===== src/design/irq_regs_pkg.sv =====
// constants and state layout of the interrupt enable and priority register set
package irq_regs_pkg;

  localparam int unsigned ADDR_W  = 12;
  localparam int unsigned DATA_W  = 32;
  localparam int unsigned IDX_W   = 10;
  localparam int unsigned N_SRC   = 7;

  // register indices, byte address is four times the index
  localparam logic [IDX_W-1:0] PRIMARY_IRQ_MASK_IDX   = 10'h0a8;
  localparam logic [IDX_W-1:0] PRIMARY_IRQ_RANK_IDX   = 10'h0b8;
  localparam logic [IDX_W-1:0] USB_IRQ_MASK_IDX       = 10'h0e6;
  localparam logic [IDX_W-1:0] BUS_LEVEL_IRQ_MASK_IDX = 10'h0e7;
  localparam logic [IDX_W-1:0] USB_IRQ_RANK_IDX       = 10'h0f6;
  localparam logic [IDX_W-1:0] BUS_LEVEL_IRQ_RANK_IDX = 10'h0f7;

  // values after reset
  localparam logic [7:0] PRIMARY_IRQ_MASK_RST   = 8'h00;
  localparam logic [7:0] PRIMARY_IRQ_RANK_RST   = 8'h80;
  localparam logic [7:0] USB_IRQ_MASK_RST       = 8'h00;
  localparam logic [7:0] BUS_LEVEL_IRQ_MASK_RST = 8'h00;
  localparam logic [7:0] USB_IRQ_RANK_RST       = 8'h00;
  localparam logic [7:0] BUS_LEVEL_IRQ_RANK_RST = 8'h00;

  // writable bits and constant read bits
  localparam logic [7:0] PRIMARY_MASK_WR = 8'h9f;
  localparam logic [7:0] PRIMARY_RANK_WR = 8'h1f;
  localparam logic [7:0] PRIMARY_RANK_RO = 8'h80;
  localparam logic [7:0] USB_WR          = 8'h02;
  localparam logic [7:0] BUS_LEVEL_WR    = 8'h01;

  // field positions
  localparam int unsigned GLOBAL_IRQ_GATE_POS        = 7;
  localparam int unsigned SERIAL_IRQ_POS             = 4;
  localparam int unsigned TIMER_B_IRQ_POS            = 3;
  localparam int unsigned EXT_B_IRQ_POS              = 2;
  localparam int unsigned TIMER_A_IRQ_POS            = 1;
  localparam int unsigned EXT_A_IRQ_POS              = 0;
  localparam int unsigned USB_IRQ_BIT_POS            = 1;
  localparam int unsigned BUS_LEVEL_IRQ_BIT_POS      = 0;

  // source slots in fixed arbitration order, slot 0 wins
  localparam int unsigned SRC_EXT_A     = 0;
  localparam int unsigned SRC_TIMER_A   = 1;
  localparam int unsigned SRC_EXT_B     = 2;
  localparam int unsigned SRC_TIMER_B   = 3;
  localparam int unsigned SRC_SERIAL    = 4;
  localparam int unsigned SRC_USB       = 5;
  localparam int unsigned SRC_BUS_LEVEL = 6;

  localparam logic [1:0] RESP_OKAY   = 2'h0;
  localparam logic [1:0] RESP_SLVERR = 2'h2;

  // source number shown to the core for each slot
  function automatic logic [3:0] src_code(input logic [2:0] slot);
    case (slot)
      3'h0:    src_code = 4'h0;
      3'h1:    src_code = 4'h1;
      3'h2:    src_code = 4'h2;
      3'h3:    src_code = 4'h3;
      3'h4:    src_code = 4'h4;
      3'h5:    src_code = 4'h8;
      3'h6:    src_code = 4'hf;
      default: src_code = 4'h0;
    endcase
  endfunction : src_code

  typedef struct packed {
    logic [7:0]       prim_mask;
    logic [7:0]       prim_rank;
    logic [7:0]       usb_mask;
    logic [7:0]       bus_mask;
    logic [7:0]       usb_rank;
    logic [7:0]       bus_rank;
    logic             aw_rdy;
    logic             w_rdy;
    logic [IDX_W-1:0] aw_idx;
    logic [7:0]       w_byte;
    logic             w_lane0;
    logic             bvalid;
    logic [1:0]       bresp;
    logic             ar_rdy;
    logic             rvalid;
    logic [31:0]      rdata;
    logic [1:0]       rresp;
    logic [2:0]       sync_a;
    logic [2:0]       sync_b;
    logic             ext_a_lvl;
    logic             ext_b_lvl;
    logic             low_active;
    logic             high_active;
    logic             req_valid;
    logic             req_high;
    logic [3:0]       req_source;
    logic [N_SRC-1:0] gated;
  } state_t;

endpackage : irq_regs_pkg


===== src/design/irq_select_if.sv =====
// selection signals between the register set and its source chooser
`timescale 1ns/1ps
interface irq_select_if #(parameter int unsigned N = 7);
  logic [N-1:0] pend;
  logic [N-1:0] rank;
  logic         allow_low;
  logic         allow_high;
  logic         valid;
  logic         high;
  logic [2:0]   slot;

  modport chooser (input pend, rank, allow_low, allow_high, output valid, high, slot);
  modport owner   (output pend, rank, allow_low, allow_high, input valid, high, slot);
endinterface : irq_select_if


===== src/design/irq_enable_rank_regs.sv =====
// interrupt enable and priority registers with request gating and selection
//
// Added by the designer: the AXI4-Lite register port.
`timescale 1ns/1ps
module irq_enable_rank_regs
  import irq_regs_pkg::*;
(
  input  wire logic                              aclk,
  input  wire logic                              aresetn,
  input  wire logic [irq_regs_pkg::ADDR_W-1:0]   s_axi_awaddr,
  input  wire logic                              s_axi_awvalid,
  output logic                                   s_axi_awready,
  input  wire logic [irq_regs_pkg::DATA_W-1:0]   s_axi_wdata,
  input  wire logic [3:0]                        s_axi_wstrb,
  input  wire logic                              s_axi_wvalid,
  output logic                                   s_axi_wready,
  output logic [1:0]                             s_axi_bresp,
  output logic                                   s_axi_bvalid,
  input  wire logic                              s_axi_bready,
  input  wire logic [irq_regs_pkg::ADDR_W-1:0]   s_axi_araddr,
  input  wire logic                              s_axi_arvalid,
  output logic                                   s_axi_arready,
  output logic [irq_regs_pkg::DATA_W-1:0]        s_axi_rdata,
  output logic [1:0]                             s_axi_rresp,
  output logic                                   s_axi_rvalid,
  input  wire logic                              s_axi_rready,
  input  wire logic                              ext_a_request_input_n,
  input  wire logic                              ext_b_request_input_n,
  input  wire logic                              timer_a_overflow_flag,
  input  wire logic                              timer_b_overflow_flag,
  input  wire logic                              serial_pending,
  input  wire logic                              usb_pending,
  input  wire logic                              bus_level_pending,
  input  wire logic                              core_irq_ack,
  input  wire logic                              core_irq_return,
  output logic                                   core_irq_req,
  output logic                                   core_irq_high,
  output logic [3:0]                             core_irq_source,
  output logic [irq_regs_pkg::N_SRC-1:0]         gated_requests
);
  import irq_regs_pkg::*;

  state_t q;
  state_t d;

  irq_select_if #(.N(N_SRC)) sel ();

  irq_source_chooser #(.N(N_SRC)) u_chooser (
    .sel (sel.chooser)
  );

  // byte merge honouring the writable bits only
  function automatic logic [7:0] merge8(input logic [7:0] old_v, input logic [7:0] new_v,
                                        input logic [7:0] wr_m);
    merge8 = (old_v & ~wr_m) | (new_v & wr_m);
  endfunction : merge8

  function automatic logic [31:0] widen8(input logic [7:0] v);
    widen8 = {24'h000000, v};
  endfunction : widen8

  // the six mapped register indices
  function automatic logic reg_mapped(input logic [IDX_W-1:0] idx);
    case (idx)
      PRIMARY_IRQ_MASK_IDX,
      PRIMARY_IRQ_RANK_IDX,
      USB_IRQ_MASK_IDX,
      BUS_LEVEL_IRQ_MASK_IDX,
      USB_IRQ_RANK_IDX,
      BUS_LEVEL_IRQ_RANK_IDX: reg_mapped = 1'b1;
      default:                reg_mapped = 1'b0;
    endcase
  endfunction : reg_mapped

  // active low pin level, taken only once stages two and three agree
  function automatic logic pin_level(input logic [2:0] stages, input logic held);
    if (stages[1] == stages[2]) begin
      pin_level = !stages[2];
    end else begin
      pin_level = held;
    end
  endfunction : pin_level

  logic [N_SRC-1:0] pend_vec;
  logic [N_SRC-1:0] en_vec;
  logic [N_SRC-1:0] rank_vec;
  logic [N_SRC-1:0] gated_now;
  logic             gate_on;

  always_comb begin
    pend_vec                = '0;
    pend_vec[SRC_EXT_A]     = q.ext_a_lvl;
    pend_vec[SRC_TIMER_A]   = timer_a_overflow_flag;
    pend_vec[SRC_EXT_B]     = q.ext_b_lvl;
    pend_vec[SRC_TIMER_B]   = timer_b_overflow_flag;
    pend_vec[SRC_SERIAL]    = serial_pending;
    pend_vec[SRC_USB]       = usb_pending;
    pend_vec[SRC_BUS_LEVEL] = bus_level_pending;

    en_vec                  = '0;
    en_vec[SRC_EXT_A]       = q.prim_mask[EXT_A_IRQ_POS];
    en_vec[SRC_TIMER_A]     = q.prim_mask[TIMER_A_IRQ_POS];
    en_vec[SRC_EXT_B]       = q.prim_mask[EXT_B_IRQ_POS];
    en_vec[SRC_TIMER_B]     = q.prim_mask[TIMER_B_IRQ_POS];
    en_vec[SRC_SERIAL]      = q.prim_mask[SERIAL_IRQ_POS];
    en_vec[SRC_USB]         = q.usb_mask[USB_IRQ_BIT_POS];
    en_vec[SRC_BUS_LEVEL]   = q.bus_mask[BUS_LEVEL_IRQ_BIT_POS];

    rank_vec                = '0;
    rank_vec[SRC_EXT_A]     = q.prim_rank[EXT_A_IRQ_POS];
    rank_vec[SRC_TIMER_A]   = q.prim_rank[TIMER_A_IRQ_POS];
    rank_vec[SRC_EXT_B]     = q.prim_rank[EXT_B_IRQ_POS];
    rank_vec[SRC_TIMER_B]   = q.prim_rank[TIMER_B_IRQ_POS];
    rank_vec[SRC_SERIAL]    = q.prim_rank[SERIAL_IRQ_POS];
    rank_vec[SRC_USB]       = q.usb_rank[USB_IRQ_BIT_POS];
    rank_vec[SRC_BUS_LEVEL] = q.bus_rank[BUS_LEVEL_IRQ_BIT_POS];

    gate_on   = q.prim_mask[GLOBAL_IRQ_GATE_POS];
    gated_now = pend_vec & en_vec & {N_SRC{gate_on}};
  end

  assign sel.pend       = gated_now;
  assign sel.rank       = rank_vec;
  assign sel.allow_low  = !q.low_active && !q.high_active;
  assign sel.allow_high = !q.high_active;

  // handshake strobes of this cycle
  logic aw_take;
  logic w_take;
  logic wr_commit;
  logic b_done;
  logic ar_take;
  logic r_done;
  logic ack_take;

  always_comb begin
    aw_take   = s_axi_awvalid && q.aw_rdy;
    w_take    = s_axi_wvalid && q.w_rdy;
    wr_commit = !q.aw_rdy && !q.w_rdy && !q.bvalid;
    b_done    = q.bvalid && s_axi_bready;
    ar_take   = s_axi_arvalid && q.ar_rdy;
    r_done    = q.rvalid && s_axi_rready;
    ack_take  = core_irq_ack && q.req_valid;
  end

  logic [7:0]       rd_byte;
  logic             rd_hit;
  logic [IDX_W-1:0] ar_idx;

  assign ar_idx = s_axi_araddr[ADDR_W-1:2];

  always_comb begin
    rd_hit  = reg_mapped(ar_idx);
    rd_byte = 8'h00;
    case (ar_idx)
      PRIMARY_IRQ_MASK_IDX: begin
        rd_byte = q.prim_mask & PRIMARY_MASK_WR;
      end
      PRIMARY_IRQ_RANK_IDX: begin
        rd_byte = (q.prim_rank & PRIMARY_RANK_WR) | PRIMARY_RANK_RO;
      end
      USB_IRQ_MASK_IDX: begin
        rd_byte = q.usb_mask & USB_WR;
      end
      USB_IRQ_RANK_IDX: begin
        rd_byte = q.usb_rank & USB_WR;
      end
      BUS_LEVEL_IRQ_MASK_IDX: begin
        rd_byte = q.bus_mask & BUS_LEVEL_WR;
      end
      BUS_LEVEL_IRQ_RANK_IDX: begin
        rd_byte = q.bus_rank & BUS_LEVEL_WR;
      end
      default: begin
        rd_byte = 8'h00;
      end
    endcase
  end

  always_comb begin
    d = q;

    // write address and data taken in either order
    if (aw_take) begin
      d.aw_rdy = 1'b0;
      d.aw_idx = s_axi_awaddr[ADDR_W-1:2];
    end
    if (w_take) begin
      d.w_rdy   = 1'b0;
      d.w_byte  = s_axi_wdata[7:0];
      d.w_lane0 = s_axi_wstrb[0];
    end

    if (wr_commit) begin
      d.bvalid = 1'b1;
      d.bresp  = reg_mapped(q.aw_idx) ? RESP_OKAY : RESP_SLVERR;
      case (q.aw_idx)
        PRIMARY_IRQ_MASK_IDX: begin
          if (q.w_lane0) begin
            d.prim_mask = merge8(q.prim_mask, q.w_byte, PRIMARY_MASK_WR);
          end
        end
        PRIMARY_IRQ_RANK_IDX: begin
          if (q.w_lane0) begin
            d.prim_rank = merge8(q.prim_rank, q.w_byte, PRIMARY_RANK_WR);
          end
        end
        USB_IRQ_MASK_IDX: begin
          if (q.w_lane0) begin
            d.usb_mask = merge8(q.usb_mask, q.w_byte, USB_WR);
          end
        end
        USB_IRQ_RANK_IDX: begin
          if (q.w_lane0) begin
            d.usb_rank = merge8(q.usb_rank, q.w_byte, USB_WR);
          end
        end
        BUS_LEVEL_IRQ_MASK_IDX: begin
          if (q.w_lane0) begin
            d.bus_mask = merge8(q.bus_mask, q.w_byte, BUS_LEVEL_WR);
          end
        end
        BUS_LEVEL_IRQ_RANK_IDX: begin
          if (q.w_lane0) begin
            d.bus_rank = merge8(q.bus_rank, q.w_byte, BUS_LEVEL_WR);
          end
        end
        default: d.bresp = RESP_SLVERR;
      endcase
    end

    if (b_done) begin
      d.bvalid = 1'b0;
      d.aw_rdy = 1'b1;
      d.w_rdy  = 1'b1;
    end

    // read channel, one outstanding
    if (ar_take) begin
      d.ar_rdy = 1'b0;
      d.rvalid = 1'b1;
      d.rdata  = widen8(rd_byte);
      d.rresp  = rd_hit ? RESP_OKAY : RESP_SLVERR;
    end
    if (r_done) begin
      d.rvalid = 1'b0;
      d.ar_rdy = 1'b1;
    end

    // external pins: change accepted once stages two and three agree
    d.sync_a = {q.sync_a[1:0], ext_a_request_input_n};
    d.sync_b = {q.sync_b[1:0], ext_b_request_input_n};
    d.ext_a_lvl = pin_level(q.sync_a, q.ext_a_lvl);
    d.ext_b_lvl = pin_level(q.sync_b, q.ext_b_lvl);

    // handler nesting as seen from acknowledge and return
    if (core_irq_return) begin
      if (q.high_active) begin
        d.high_active = 1'b0;
      end else begin
        d.low_active = 1'b0;
      end
    end
    if (ack_take) begin
      if (q.req_high) begin
        d.high_active = 1'b1;
      end else begin
        d.low_active = 1'b1;
      end
    end

    d.gated      = gated_now;
    d.req_valid  = sel.valid && !ack_take;
    d.req_high   = sel.high;
    d.req_source = src_code(sel.slot);
  end

  always_ff @(posedge aclk) begin
    if (!aresetn) begin
      q.prim_mask   <= PRIMARY_IRQ_MASK_RST;
      q.prim_rank   <= PRIMARY_IRQ_RANK_RST;
      q.usb_mask    <= USB_IRQ_MASK_RST;
      q.bus_mask    <= BUS_LEVEL_IRQ_MASK_RST;
      q.usb_rank    <= USB_IRQ_RANK_RST;
      q.bus_rank    <= BUS_LEVEL_IRQ_RANK_RST;
      q.aw_rdy      <= 1'b1;
      q.w_rdy       <= 1'b1;
      q.ar_rdy      <= 1'b1;
      q.sync_a      <= 3'h7;
      q.sync_b      <= 3'h7;
      q.aw_idx      <= '0;
      q.w_byte      <= 8'h00;
      q.w_lane0     <= 1'b0;
      q.bvalid      <= 1'b0;
      q.bresp       <= RESP_OKAY;
      q.rvalid      <= 1'b0;
      q.rdata       <= 32'h0;
      q.rresp       <= RESP_OKAY;
      q.ext_a_lvl   <= 1'b0;
      q.ext_b_lvl   <= 1'b0;
      q.low_active  <= 1'b0;
      q.high_active <= 1'b0;
      q.req_valid   <= 1'b0;
      q.req_high    <= 1'b0;
      q.req_source  <= 4'h0;
      q.gated       <= '0;
    end else begin
      q <= d;
    end
  end

  assign s_axi_awready   = q.aw_rdy;
  assign s_axi_wready    = q.w_rdy;
  assign s_axi_bvalid    = q.bvalid;
  assign s_axi_bresp     = q.bresp;
  assign s_axi_arready   = q.ar_rdy;
  assign s_axi_rvalid    = q.rvalid;
  assign s_axi_rdata     = q.rdata;
  assign s_axi_rresp     = q.rresp;
  assign core_irq_req    = q.req_valid;
  assign core_irq_high   = q.req_high;
  assign core_irq_source = q.req_source;
  assign gated_requests  = q.gated;

endmodule : irq_enable_rank_regs


===== src/design/irq_source_chooser.sv =====
// picks one gated request by priority level, then by fixed slot order
`timescale 1ns/1ps
module irq_source_chooser #(
  parameter int unsigned N = 7
) (
  irq_select_if.chooser sel
);
  always_comb begin
    sel.valid = 1'b0;
    sel.high  = 1'b0;
    sel.slot  = 3'h0;
    // high level searched last so it overrides low, lowest slot wins
    for (int i = int'(N) - 1; i >= 0; i--) begin
      if (sel.pend[i] && !sel.rank[i] && sel.allow_low) begin
        sel.valid = 1'b1;
        sel.high  = 1'b0;
        sel.slot  = 3'(i);
      end
    end
    for (int i = int'(N) - 1; i >= 0; i--) begin
      if (sel.pend[i] && sel.rank[i] && sel.allow_high) begin
        sel.valid = 1'b1;
        sel.high  = 1'b1;
        sel.slot  = 3'(i);
      end
    end
  end
endmodule : irq_source_chooser


===== config.mk =====
export PLATFORM = sky130hd
export DESIGN_NAME = irq_enable_rank_regs
export DESIGN_NICKNAME = d
export VERILOG_FILES = /design/src/design/irq_regs_pkg.sv /design/src/design/irq_select_if.sv /design/src/design/irq_enable_rank_regs.sv /design/src/design/irq_source_chooser.sv
export SDC_FILE = /design/constraint.sdc
export NUM_CORES = 1
export LEC_CHECK = 0
export ABC_AREA = 1
export BUFFER_PORTS_ARGS = -buffer_cell sky130_fd_sc_hd__buf_2
export CAP_MARGIN = 20
export CORE_MARGIN = 4
export CORE_UTILIZATION = 45
export DETAILED_ROUTE_END_ITERATION = 8
export PLACE_DENSITY = 0.75
export SLEW_MARGIN = 20
export SYNTH_ARGS = -nofsm -noshare
export SYNTH_HDL_FRONTEND = slang
export SYNTH_SLANG_ARGS = --single-unit

===== constraint.sdc =====
create_clock -name aclk -period 1.8 [get_ports aclk]
set_input_delay 0.09 -clock aclk [delete_from_list [all_inputs] [get_ports aclk]]
set_output_delay 0.09 -clock aclk [all_outputs]
set_load 0.01 [all_outputs]

==> run summary, run 1 <==
unrepaired setup endpoints after global routing - no
post-synthesis simple-gate area fraction - 0.2392
Core Util, Final - 0.5566
Power per Cell Area - 950.5 nW/um2
Multi-input gate area - 1354 um2
Worst EP arrival - 1840 ps
Die Ht - 92.62 um
Worst-path clk slew - 70 ps
Yosys warnings - 0
total area of sequential cells - 1365 um2
share of post-route cells with drive strength above 1 - 0.2155
clock buffer depth - 2
post-synthesis compound-gate area fraction - 0.1468
# Post-CTS Setup Buffers - 0
detail-routed via count per cell - 4.609
worst skew pair latency - 340 ps
Detailed Route Iter0 Violations - 148
worst min path class - in2reg
GRT Overall Usage - 0.1603
commonest cells after routing, fill and taps aside - buf_2 (68), dfxtp_1 (67), nand2_1 (64)
fin crit period - 1607 ps
core area - 6869 um2
antenna violations before repair - 0
Max FO, Critical Path - 5
Distinct cells, synth - 31
via count - 2816
startpoint types - register
Setup Crit Path Kind - reg2reg
Mapped Area - 3222 um2
die width - 92.62 um
cell leakage power - 0.001755 uW
CP required - 2040 ps
Seq/Total Area, Yosys - 0.4225
multiplexer share of the synthesized area - 0
non-filler cells, final - 611
most common cell after layout, fill and taps aside - buf_2
number of global-route vias before repair - 2465
Finish-stage setup viols - 0
xor/xnor cell area share of the yosys netlist - 0
sum of negative setup slack - 0 ps
GPL Wtd Cong - 0.8733
Rows - 30
CTS tree - yes
Yosys reg bits - 68
first-pass GRT wire length - 11070 um
initial core utilization - 0.4690
Fin. Hold Viols - 0
input/output buffers - 68
num ports - 130
Root Driver - clkbuf_8
Peak VDD IR - 512.9 uV
adder-cell area share of the yosys netlist - 0
largest family of logic cells by synthesized area - simple AND/OR/NAND/NOR gates
CTS buffer count - 9
DPL Wire Length - 5053 um
status - finished clean
Avg Cell Area, Syn - 7.224 um2
area post-placement - 3418 um2
First-pass DRT Iterations - 4
remaining antenna violation count after routing - 0
die area - 8578 um2
Least-Margin Pin Slew - 875.9 ps
Slew HR - 0.4154
DRC viols - 0
Max Freq - 0.6223 GHz
fill cell count - 637
DP Cell Count - 584
WL final - 6910 um
fin. max-slew vios - 0
pin count of the biggest net entering global routing - 40
Final Skew - 8.659 ps
area grow syn2layout - 18.68%
drt wl/cell - 11.31 um
endpoint type of the worst setup path - register
share of the clock period used by the worst path - 0.8928
total power - 3634 uW
max-cap violations - 0
ant diodes - 0
nets@finish - 586
Final Cell Area - 3824 um2
CTS Sinks - 68
total grt overflow - 0
Cells after Synth - 446
CTS H-Tree Depth - 3
[area by class of cell]
cell class / instances / area share
clock inverter: 7 / 0.04254
clock buffer: 9 / 0.03240
multi-input combinational: 290 / 0.3541
sequential: 68 / 0.3570
tap: 96 / 0.03141
timing repair buffer: 83 / 0.1257
inverter: 58 / 0.05694
[Yosys cell counts]
master / count / area [um2]
inv_2: 4 / 15.01
inv_1: 53 / 198.9
nand3_2: 1 / 10.01
o32ai_1: 1 / 8.760
clkbuf_1: 7 / 26.28
a41oi_1: 1 / 8.760
conb_1: 1 / 3.750
nor2_2: 1 / 6.260
nand2_2: 2 / 12.51
buf_1: 1 / 3.750
buf_4: 48 / 360.4
or2_2: 5 / 31.28
o22ai_1: 4 / 25.02
nor3_1: 12 / 60.06
nand2_1: 64 / 240.2
o221ai_1: 2 / 17.52
a211oi_1: 1 / 7.510
o21a_1: 2 / 15.01
clkbuf_2: 1 / 5.000
clkinv_1: 1 / 3.750
nand3_1: 18 / 90.09
and2_4: 1 / 8.760
nand4_1: 5 / 31.28
dfxtp_1: 68 / 1361
nor3_2: 4 / 40.04
a21oi_2: 1 / 8.760
nor2_1: 61 / 229.0
o21ai_0: 37 / 185.2
nor2_4: 1 / 11.26
o21bai_2: 1 / 11.26
a21oi_1: 37 / 185.2
[where the power goes]
group / switching [uW] / internal [uW]
registers: 34.3 / 1550
logic: 159 / 101
clock network: 588 / 1200
total: 781 / 2850
[critical path: stages (launching register included)]
cell      delay (ps)
dfxtp_1          460
inv_2             70
nand2_2           70
nor2_1            50
a21oi_1          200
inv_1             60
nor2_1           130
nor2_1            70
o21bai_2         140
a21oi_1           60
a21oi_1          130
nor2_1            60
[per-layer routing]
metal  wire length, um  vias to the layer above  part of all wire  GRT usage
met5                 0                        -                 0          0
met4                86                        0             0.012    0.06105
met3               566                       11             0.082    0.04549
met2              3112                       90              0.45     0.2502
met1              3145                     1234              0.46     0.2102
li1                  -                     1481                 -          -
[cells by family (layout without fill, tap and decap cells)]
logic type	Yosys count	after routing
DFF	68	68
buffers and inverters	115	157
AOI/OAI and AO/OA	87	87
other	1	28
and+or+nand+nor	175	175
[through the flow]
| step | hold WS (ps) | setup slack (ps) |
|---|---|---|
| 6_report | 12.41 | 193.0 |
| 5_1_grt | 24.84 | 10.78 |
| 4_1_cts | 0.06298 | 81.84 |
| 3_5_place_dp | 277.1 | 105.4 |
| 3_3_place_gp | 278.1 | 163.9 |
| 2_1_floorplan | 196.6 | 343.6 |
[state kept, by name, summed over array words and instances (netlist names)]
register	cells
pend_vec	2
gate_on	1
s_axi_wready	1
s_axi_awready	1
gated_requests	7
s_axi_rvalid	1
s_axi_arready	1
q	28
s_axi_rdata	6
en_vec	7
s_axi_bvalid	1
core_irq_high	1
d	4
s_axi_rresp	1
core_irq_req	1
core_irq_source	4
s_axi_bresp	1
[timing repair]
item,in CTS,in global routing
gates resized for setup,0,3
endpoints found under the setup margin,0,4
hold endpoints to repair,11,0
hold buffers,11,0
[path summary, 6_finish.rpt]
check	startpoint	end	slack [ps]	cells after the start
worst max-delay path	q[13]	core_irq_source[0]	190	11
worst min-delay path	core_irq_return	q[13]	10	4
worst max register to register	q[13]	core_irq_source[0]	190	11
worst min register to register	d[21]	d[22]	410	1
Power figures use the tool's default switching activity.
==> inputs of run 2 (changes only) <==
Settings changed: SYNTH_HIERARCHICAL set to 1.
==> run 2 against run 1 <==
Net effect: the flow now finishes with violations (negative setup slack); clock-buffer cell count unchanged; register-to-register slack worse by 490 ps; via count up 13%; combinational power up 18%; cell area up 9.1%.
==> run summary, run 2 <==
antenna violations before repair - 0 (unchanged)
number of global-route vias before repair - 2843 (was 2465)
Sw Ratio - 0.2577 (was 0.2150)
Largest register FFs - 28 (unchanged)
ant diodes - 0 (unchanged)
Final Skew - 8.502 ps (was 8.659 ps)
detail-routed via count per cell - 4.860 (was 4.609)
post-place setup slack - -181.8 ps (was 105.4 ps)
max incr delay on CP - 360 ps (was 460 ps)
Setup Crit Path Kind - reg2reg (unchanged)
clock buffer depth - 2 (unchanged)
WL final - 7955 um (was 6910 um)
CP delay by family, top - simple AND/OR/NAND/NOR gates (was compound AO/OA/AOI/OAI gates)
total area of sequential cells - 1363 um2 (was 1365 um2)
die width - 94.41 um (was 92.62 um)
CP cell instances - clkinvlp_4, nor3_4, nand2_2, nor2_4, nand2_1, nand2_1, nand2_1, nand2_1, nand2_1, nand2_1, nand2_1, nand2_1, nand2_2, a21oi_4, o21ai_1, a211oi_1 (was inv_2, nand2_2, nor2_1, a21oi_1, inv_1, nor2_1, nor2_1, o21bai_2, a21oi_1, a21oi_1, nor2_1)
via count - 3188 (was 2816)
Finish-stage setup viols - 4 (was 0)
most common cell after layout, fill and taps aside - nand2_1 (was buf_2)
pin count of the biggest net entering global routing - 39 (was 40)
Avg Cell Area, Syn - 7.225 um2 (was 7.224 um2)
P_int - 2457 uW (was 2853 uW)
Seq/Total Area, Yosys - 0.4052 (was 0.4225)
Peak VDD IR - 531.1 uV (was 512.9 uV)
Worst path slowest cell - dfxtp_2 (was dfxtp_1)
Post-synth EDFFs - 0 (unchanged)
Power per Cell Area - 793.3 nW/um2 (was 950.5 nW/um2)
DPL Wire Length - 5600 um (was 5053 um)
core area - 7253 um2 (was 6869 um2)
Rows - 31 (was 30)
nets@finish - 628 (was 586)
Synth Flop Type - dfxtp_1 (unchanged)
top-area cell type share of the netlist area - 0.4052 (was 0.4225)
top cells by area, synth - dfxtp_1 (41%), buf_4 (11%), nand2_1 (8.6%), nor2_1 (7.6%), inv_1 (5.3%) (was dfxtp_1 (42%), buf_4 (11%), nand2_1 (7.5%), nor2_1 (7.1%), inv_1 (6.2%))
GRT Overall Usage - 0.1776 (was 0.1603)
crit-path most repeated cell - nand2_1 (was nor2_1)
initial core utilization - 0.4632 (was 0.4690)
worst skew pair latency - 350 ps (was 340 ps)
unrepaired setup endpoints after global routing - yes (was no)
GPL Wtd Cong - 0.8402 (was 0.8733)
commonest cells after routing, fill and taps aside - nand2_1 (76), buf_2 (68), nor2_1 (67), dfxtp_1 (67), inv_1 (46) (was buf_2 (68), dfxtp_1 (67), nand2_1 (64))
area grow syn2layout - 24.21% (was 18.68%)
worst min path class - in2reg (unchanged)
fin crit period - 2100 ps (was 1607 ps)
Root Driver - clkbuf_8 (unchanged)
Yosys reg bits - 68 (unchanged)
total power - 3310 uW (was 3634 uW)
num ports - 130 (unchanged)
total grt overflow - 0 (unchanged)
P_sw - 853.1 uW (was 781.3 uW)
non-filler cells, final - 656 (was 611)
area post-placement - 3652 um2 (was 3418 um2)
leading area contributor after synthesis - dfxtp_1 (unchanged)
DRC viols - 0 (unchanged)
DP Cell Count - 618 (was 584)
remaining antenna violation count after routing - 0 (unchanged)
CP required - 2050 ps (was 2040 ps)
Final WS setup - -299.9 ps (was 193.0 ps)
CTS tree - yes (unchanged)
die area - 8912 um2 (was 8578 um2)
Mapped Area - 3359 um2 (was 3222 um2)
async set-or-reset flop fraction in the synthesized netlist - 0 (unchanged)
Yosys warnings - 6 (was 0)
Worst EP arrival - 2350 ps (was 1840 ps)
Cells after Synth - 465 (was 446)
Distinct cells, synth - 38 (was 31)
status - finished, violations left (was finished clean)
CTS Sinks - 68 (unchanged)
CTS buffer count - 9 (unchanged)
combinational share of power - 0.093 (was 0.072)
max-cap violations - 0 (unchanged)
Max Freq - 0.4762 GHz (was 0.6223 GHz)
CP Buf/Inv Count - 1 (was 2)
share of the clock period used by the worst path - 1.167 (was 0.8928)
cell leakage power - 0.002026 uW (was 0.001755 uW)
drt wl/cell - 12.13 um (was 11.31 um)
Max FO, Critical Path - 7 (was 5)
Detailed Route Iter0 Violations - 182 (was 148)
fin. max-slew vios - 0 (unchanged)
commonest cells in the netlist - nand2_1 (77), dfxtp_1 (68), nor2_1 (68) (was dfxtp_1 (68), nand2_1 (64), nor2_1 (61))
endpoint type of the worst setup path - register (unchanged)
failing checks - negative setup slack
input/output buffers - 68 (unchanged)
share of post-route cells with drive strength above 1 - 0.2621 (was 0.2155)
most common cell in the synthesized netlist - nand2_1 (was dfxtp_1)
Final Cell Area - 4173 um2 (was 3824 um2)
startpoint types - register (unchanged)
First-pass DRT Iterations - 5 (was 4)
fill cell count - 666 (was 637)
most flop-heavy register - q (unchanged)
CTS H-Tree Depth - 3 (unchanged)
Flop pwr share - 0.482 (was 0.437)
Fin. Hold Viols - 0 (unchanged)
Worst-path clk slew - 80 ps (was 70 ps)
power share of the clock group - 0.425 (was 0.491)
first-pass GRT wire length - 12560 um (was 11070 um)
Multi-input gate area - 1607 um2 (was 1354 um2)
Die Ht - 94.41 um (was 92.62 um)
-- run 2: repair_timing --
| item | 4_1_cts | 5_1_grt |
|---|---|---|
| pin swaps | 0 | 5 |
| resized for setup | 8 | 16 |
| hold buffers | 14 | 0 |
| setup buffers | 4 | 4 |
| hold endpoints to repair | 15 | 0 |
| setup endpoints to repair | 4 | 5 |
-- run 2: stage by stage --
| step | util | hold WS [ps] | TNS, ps |
|---|---|---|---|
| after floorplan | - | 196.6 | 0 |
| after global placement | 0.5035 | 280.0 | -250.9 |
| after detailed placement | 0.5035 | 279.1 | -458.6 |
| after CTS | 0.5617 | 1.453 | -616.9 |
| after global routing | 0.5753 | 14.45 | -1785 |
| final | 0.5753 | 14.78 | -1038 |
-- run 2: worst paths after layout --
kind | from | endpoint | slack, ps | depth (start not counted)
setup / recovery | gate_on | core_irq_source[3] | -300 | 16
hold / removal | core_irq_ack | core_irq_req | 10 | 4
setup reg to reg | gate_on | core_irq_source[3] | -300 | 16
hold reg to reg | d[21] | d[22] | 420 | 1
-- run 2: logic make-up after synthesis --
group / count (synthesis) / share of synthesized area
DFF: 68 / 0.4052
and+or+nand+nor: 213 / 0.2935
buffers and inverters: 107 / 0.1762
AOI/OAI and AO/OA: 76 / 0.1240
other: 1 / 0.001116
-- run 2: worst register-to-register path, delay by kind of cell, from the launching register on --
family	cells	cell delay (ps)
AOI/OAI and AO/OA	3	430
and+or+nand+nor	12	1010
DFF	1	360
buffers and inverters	1	220
-- run 2: power by group through the flow --
stage          clock network, uW  logic, uW  registers, uW
2_1_floorplan                  0        228           1630
4_1_cts                     1440        303           1600
3_5_place_dp                   0        278           1630
5_1_grt                     1510        348           1600
3_3_place_gp                   0        271           1630
6_report                    1410        308           1600
-- run 2: area by class of cell --
type                    count  area share
clock buffers               9     0.02969
well taps                  99     0.02969
flip-flops and latches     68      0.3265
inverters                  51     0.04798
multi-input cells         317      0.3850
clock inverters             7     0.02369
repair buffers            105      0.1574
-- run 2: metal layers --
layer / up-vias / wire length, um / GRT usage / share of wire
met5: - / 0 / 0 / 0
met4: 0 / 255 / 0.09266 / 0.032
met3: 28 / 724 / 0.04143 / 0.091
met2: 166 / 3604 / 0.2908 / 0.45
met1: 1392 / 3370 / 0.2170 / 0.42
li1: 1602 / - / - / -
==> inputs of run 3 (changes only) <==
Settings changed: ABC_AREA 1 to unset, CORE_UTILIZATION 45 to 44, PLACE_DENSITY 0.75 to 0.76.
Clock period 1.8 ns to 1.9 ns, I/O delays scaled along.
==> run 3 against run 2 <==
Net effect: the run now ends clean; power fell by 16%; sequential power decreased by 7%; sequential cell count did not move; critical path depth is 9 lower; synthesized cell count fell by 19%; setup slack better by 400 ps; first-iteration DRC count shrank 59%; worst hold slack got worse by 1.7 ps; clock power fell by 24%; area after synthesis shrank 0.78%; clock-buffer cell count is 2 higher; largest power group unchanged.
==> run summary, run 3 <==
Least-Margin Pin Slew - 575.7 ps
drt wl/cell - 12.27 um (was 12.13 um)
status - finished clean (was finished, violations left)
worst min path class - in2reg (unchanged)
Largest register FFs - 28 (unchanged)
remaining antenna violation count after routing - 0 (unchanged)
nets@finish - 520 (was 628)
Synth Flop Type - dfxtp_1 (unchanged)
Routed met1 length - 3092 um (was 3370 um)
max-cap violations - 0 (unchanged)
Worst Hold Slack - 13.06 ps (was 14.78 ps)
Max Freq - 0.5561 GHz (was 0.4762 GHz)
Die Ht - 95.04 um (was 94.41 um)
core area - 7292 um2 (was 7253 um2)
area grow syn2layout - 15.80% (was 24.21%)
R2R cell count - 7 (was 16)
R2R Path End - core_irq_source[0] (was core_irq_source[3])
Mapped Area - 3333 um2 (was 3359 um2)
CTS H-Tree Depth - 3 (unchanged)
Final Skew - 7.091 ps (was 8.502 ps)
share of post-route cells with drive strength above 1 - 0.2282 (was 0.2621)
fin crit period - 1798 ps (was 2100 ps)
first-pass GRT wire length - 11010 um (was 12560 um)
CP cell instances - and3_1, nor2b_4, o41ai_4, nand3_1, a31oi_2, nand2b_1, a21boi_0 (was clkinvlp_4, nor3_4, nand2_2, nor2_4, nand2_1, nand2_1, nand2_1, nand2_1, nand2_1, nand2_1, nand2_1, nand2_1, nand2_2, a21oi_4, o21ai_1, a211oi_1)
First-pass DRT Iterations - 4 (was 5)
most common cell after layout, fill and taps aside - buf_2 (was nand2_1)
DRC viols - 0 (unchanged)
cell leakage power - 0.001766 uW (was 0.002026 uW)
HP Start - s_axi_awaddr[7] (was core_irq_ack)
non-filler cells, final - 546 (was 656)
DPL Wire Length - 5056 um (was 5600 um)
Detailed Route Iter0 Violations - 74 (was 182)
Power per Cell Area - 723.6 nW/um2 (was 793.3 nW/um2)
number of global-route vias before repair - 2458 (was 2843)
Root Driver - clkbuf_8 (unchanged)
endpoint type of the worst setup path - register (unchanged)
clock buffer depth - 2 (unchanged)
Setup Crit Path Kind - reg2reg (unchanged)
CTS buffer count - 9 (unchanged)
CTS tree - yes (unchanged)
Hold Path Stages - 3 (was 4)
pin count of the biggest net entering global routing - 38 (was 39)
antenna violations before repair - 0 (unchanged)
startpoint types - register (unchanged)
CTS Sinks - 68 (unchanged)
CP required - 2120 ps (was 2050 ps)
detail-routed via count per cell - 4.775 (was 4.860)
WL final - 6700 um (was 7955 um)
Hold EP - q[76] (was core_irq_req)
total grt overflow - 0 (unchanged)
most flop-heavy register - q (unchanged)
Core Util, Final - 0.5293 (was 0.5753)
Peak VDD IR - 376.0 uV (was 531.1 uV)
top cells by area, synth - dfxtp_1 (41%), buf_4 (11%), nand2_1 (7.3%), mux2i_1 (6.9%), a21boi_0 (4.3%) (was dfxtp_1 (41%), buf_4 (11%), nand2_1 (8.6%), nor2_1 (7.6%), inv_1 (5.3%))
ant diodes - 0 (unchanged)
Final WS setup - 101.7 ps (was -299.9 ps)
Distinct cells, synth - 45 (was 38)
input/output buffers - 68 (unchanged)
Top Metal Used - met4 (unchanged)
GPL Wtd Cong - 0.8322 (was 0.8402)
met2 wire length - 3067 um (was 3604 um)
die area - 9032 um2 (was 8912 um2)
Worst path slowest cell - dfxtp_2 (unchanged)
routed length on met3 - 440 um (was 724 um)
Yosys warnings - 6 (unchanged)
num ports - 130 (unchanged)
Rows - 31 (unchanged)
DP Cell Count - 522 (was 618)
async set-or-reset flop fraction in the synthesized netlist - 0 (unchanged)
Slew HR - 0.6162
commonest cells after routing, fill and taps aside - buf_2 (68), dfxtp_1 (67), nand2_1 (65) (was nand2_1 (76), buf_2 (68), nor2_1 (67), dfxtp_1 (67), inv_1 (46))
worst skew pair latency - 340 ps (was 350 ps)
Post-synth EDFFs - 0 (unchanged)
Yosys reg bits - 68 (unchanged)
Critical R2R Launch - gate_on (unchanged)
initial core utilization - 0.4571 (was 0.4632)
leading area contributor after synthesis - dfxtp_1 (unchanged)
via count - 2607 (was 3188)
post-place setup slack - 60.97 ps (was -181.8 ps)
Max FO, Critical Path - 9 (was 7)
share of the clock period used by the worst path - 0.9464 (was 1.167)
top-area cell type share of the netlist area - 0.4084 (was 0.4052)
Seq/Total Area, Yosys - 0.4084 (was 0.4052)
Fin. Hold Viols - 0 (unchanged)
Avg Cell Area, Syn - 8.818 um2 (was 7.225 um2)
R2R setup slack - 100 ps (was -300 ps)
most common cell in the synthesized netlist - dfxtp_1 (was nand2_1)
Finish-stage setup viols - 0 (was 4)
max incr delay on CP - 370 ps (was 360 ps)
Worst-path clk slew - 70 ps (was 80 ps)
GRT Overall Usage - 0.1548 (was 0.1776)
# Post-CTS Setup Buffers - 0 (was 4)
CP delay by family, top - compound AO/OA/AOI/OAI gates (was simple AND/OR/NAND/NOR gates)
cell depth of the worst setup path - 7 (was 16)
commonest cells in the netlist - dfxtp_1 (68), nand2_1 (65), buf_4 (48) (was nand2_1 (77), dfxtp_1 (68), nor2_1 (68))
CP Buf/Inv Count - 0 (was 1)
Cells after Synth - 378 (was 465)
fin. max-slew vios - 0 (unchanged)
die width - 95.04 um (was 94.41 um)
Worst EP arrival - 2020 ps (was 2350 ps)
[run 3: cell count changes in the layout (fill, tap and decap cells not counted), sizes merged, moves of 18 or more]
cell	delta
a21boi	+18
nor2	-66
a21oi	-23
mux2i	+23
inv	-44
o21ai	-31
[run 3: through the flow]
| step | power [uW] | area, um2 | TNS (ps) |
|---|---|---|---|
| after floorplan | 1696 | 3435 | 0 |
| final | 2793 | 3860 | 0 |
| after CTS | 2829 | 3831 | 0 |
| after detailed placement | 1735 | 3560 | 0 |
| after global routing | 2920 | 3860 | -13.72 |
| after global placement | 1726 | 3560 | 0 |
[run 3: metal layers]
| layer | track usage | vias to the layer above |
|---|---|---|
| li1 | - | 1346 |
| met1 | 0.1927 | 1167 |
| met2 | 0.2537 | 84 |
| met3 | 0.03710 | 10 |
| met4 | 0.06971 | 0 |
| met5 | 0 | - |
[run 3: repair_timing]
item	CTS	global route
hold buffers	10	0
hold endpoints to repair	10	0
gates resized for setup	0	5
endpoints found under the setup margin	0	4
[run 3: how the worst max path moves through the flow]
stage	startpoint	endpoint	slack [ps]
after floorplan	gate_on	core_irq_source[0]	200
after global placement	gate_on	core_irq_source[0]	70
after detailed placement	gate_on	core_irq_source[0]	60
after CTS	gate_on	core_irq_source[0]	30
after global routing	gate_on	core_irq_source[0]	-10
final	gate_on	core_irq_source[0]	100
[run 3: final cells by class]
| cell class | instances | area [um2] |
|---|---|---|
| Clock buffer | 11 | 131.4 |
| Clock inverter | 3 | 40.04 |
| Fill cell | 701 | 3432 |
| Inverter | 6 | 22.52 |
| Multi-Input combinational cell | 271 | 1664 |
| Sequential cell | 68 | 1363 |
| Tap cell | 99 | 123.9 |
| Timing Repair Buffer | 88 | 515.5 |
[run 3: where the power goes]
group / leakage (uW) / internal [uW] / total [uW] / switching [uW]
logic: 0.00112 / 102 / 226 / 125
clock network: 0.0000890 / 588 / 1070 / 487
registers: 0.000554 / 1460 / 1490 / 29.6
[run 3: worst reg2reg max path, delay by kind of cell, from the launching register on]
family / cells / cell delay, ps
AO/OA/AOI/OAI: 3 / 700
AND/OR/NAND/NOR: 4 / 600
flip-flops: 1 / 370
[run 3: logic make-up (layout without fill, tap and decap cells)]
kind of cell | after synthesis | in the layout | synth area share
XOR/XNOR | 1 | 1 | 0.002628
flip-flops | 68 | 68 | 0.4084
AND/OR/NAND/NOR | 166 | 166 | 0.2729
multiplexers | 23 | 23 | 0.06907
AO/OA/AOI/OAI | 53 | 53 | 0.1149
other | 1 | 28 | 0.001125
buffers and inverters | 66 | 108 | 0.1310
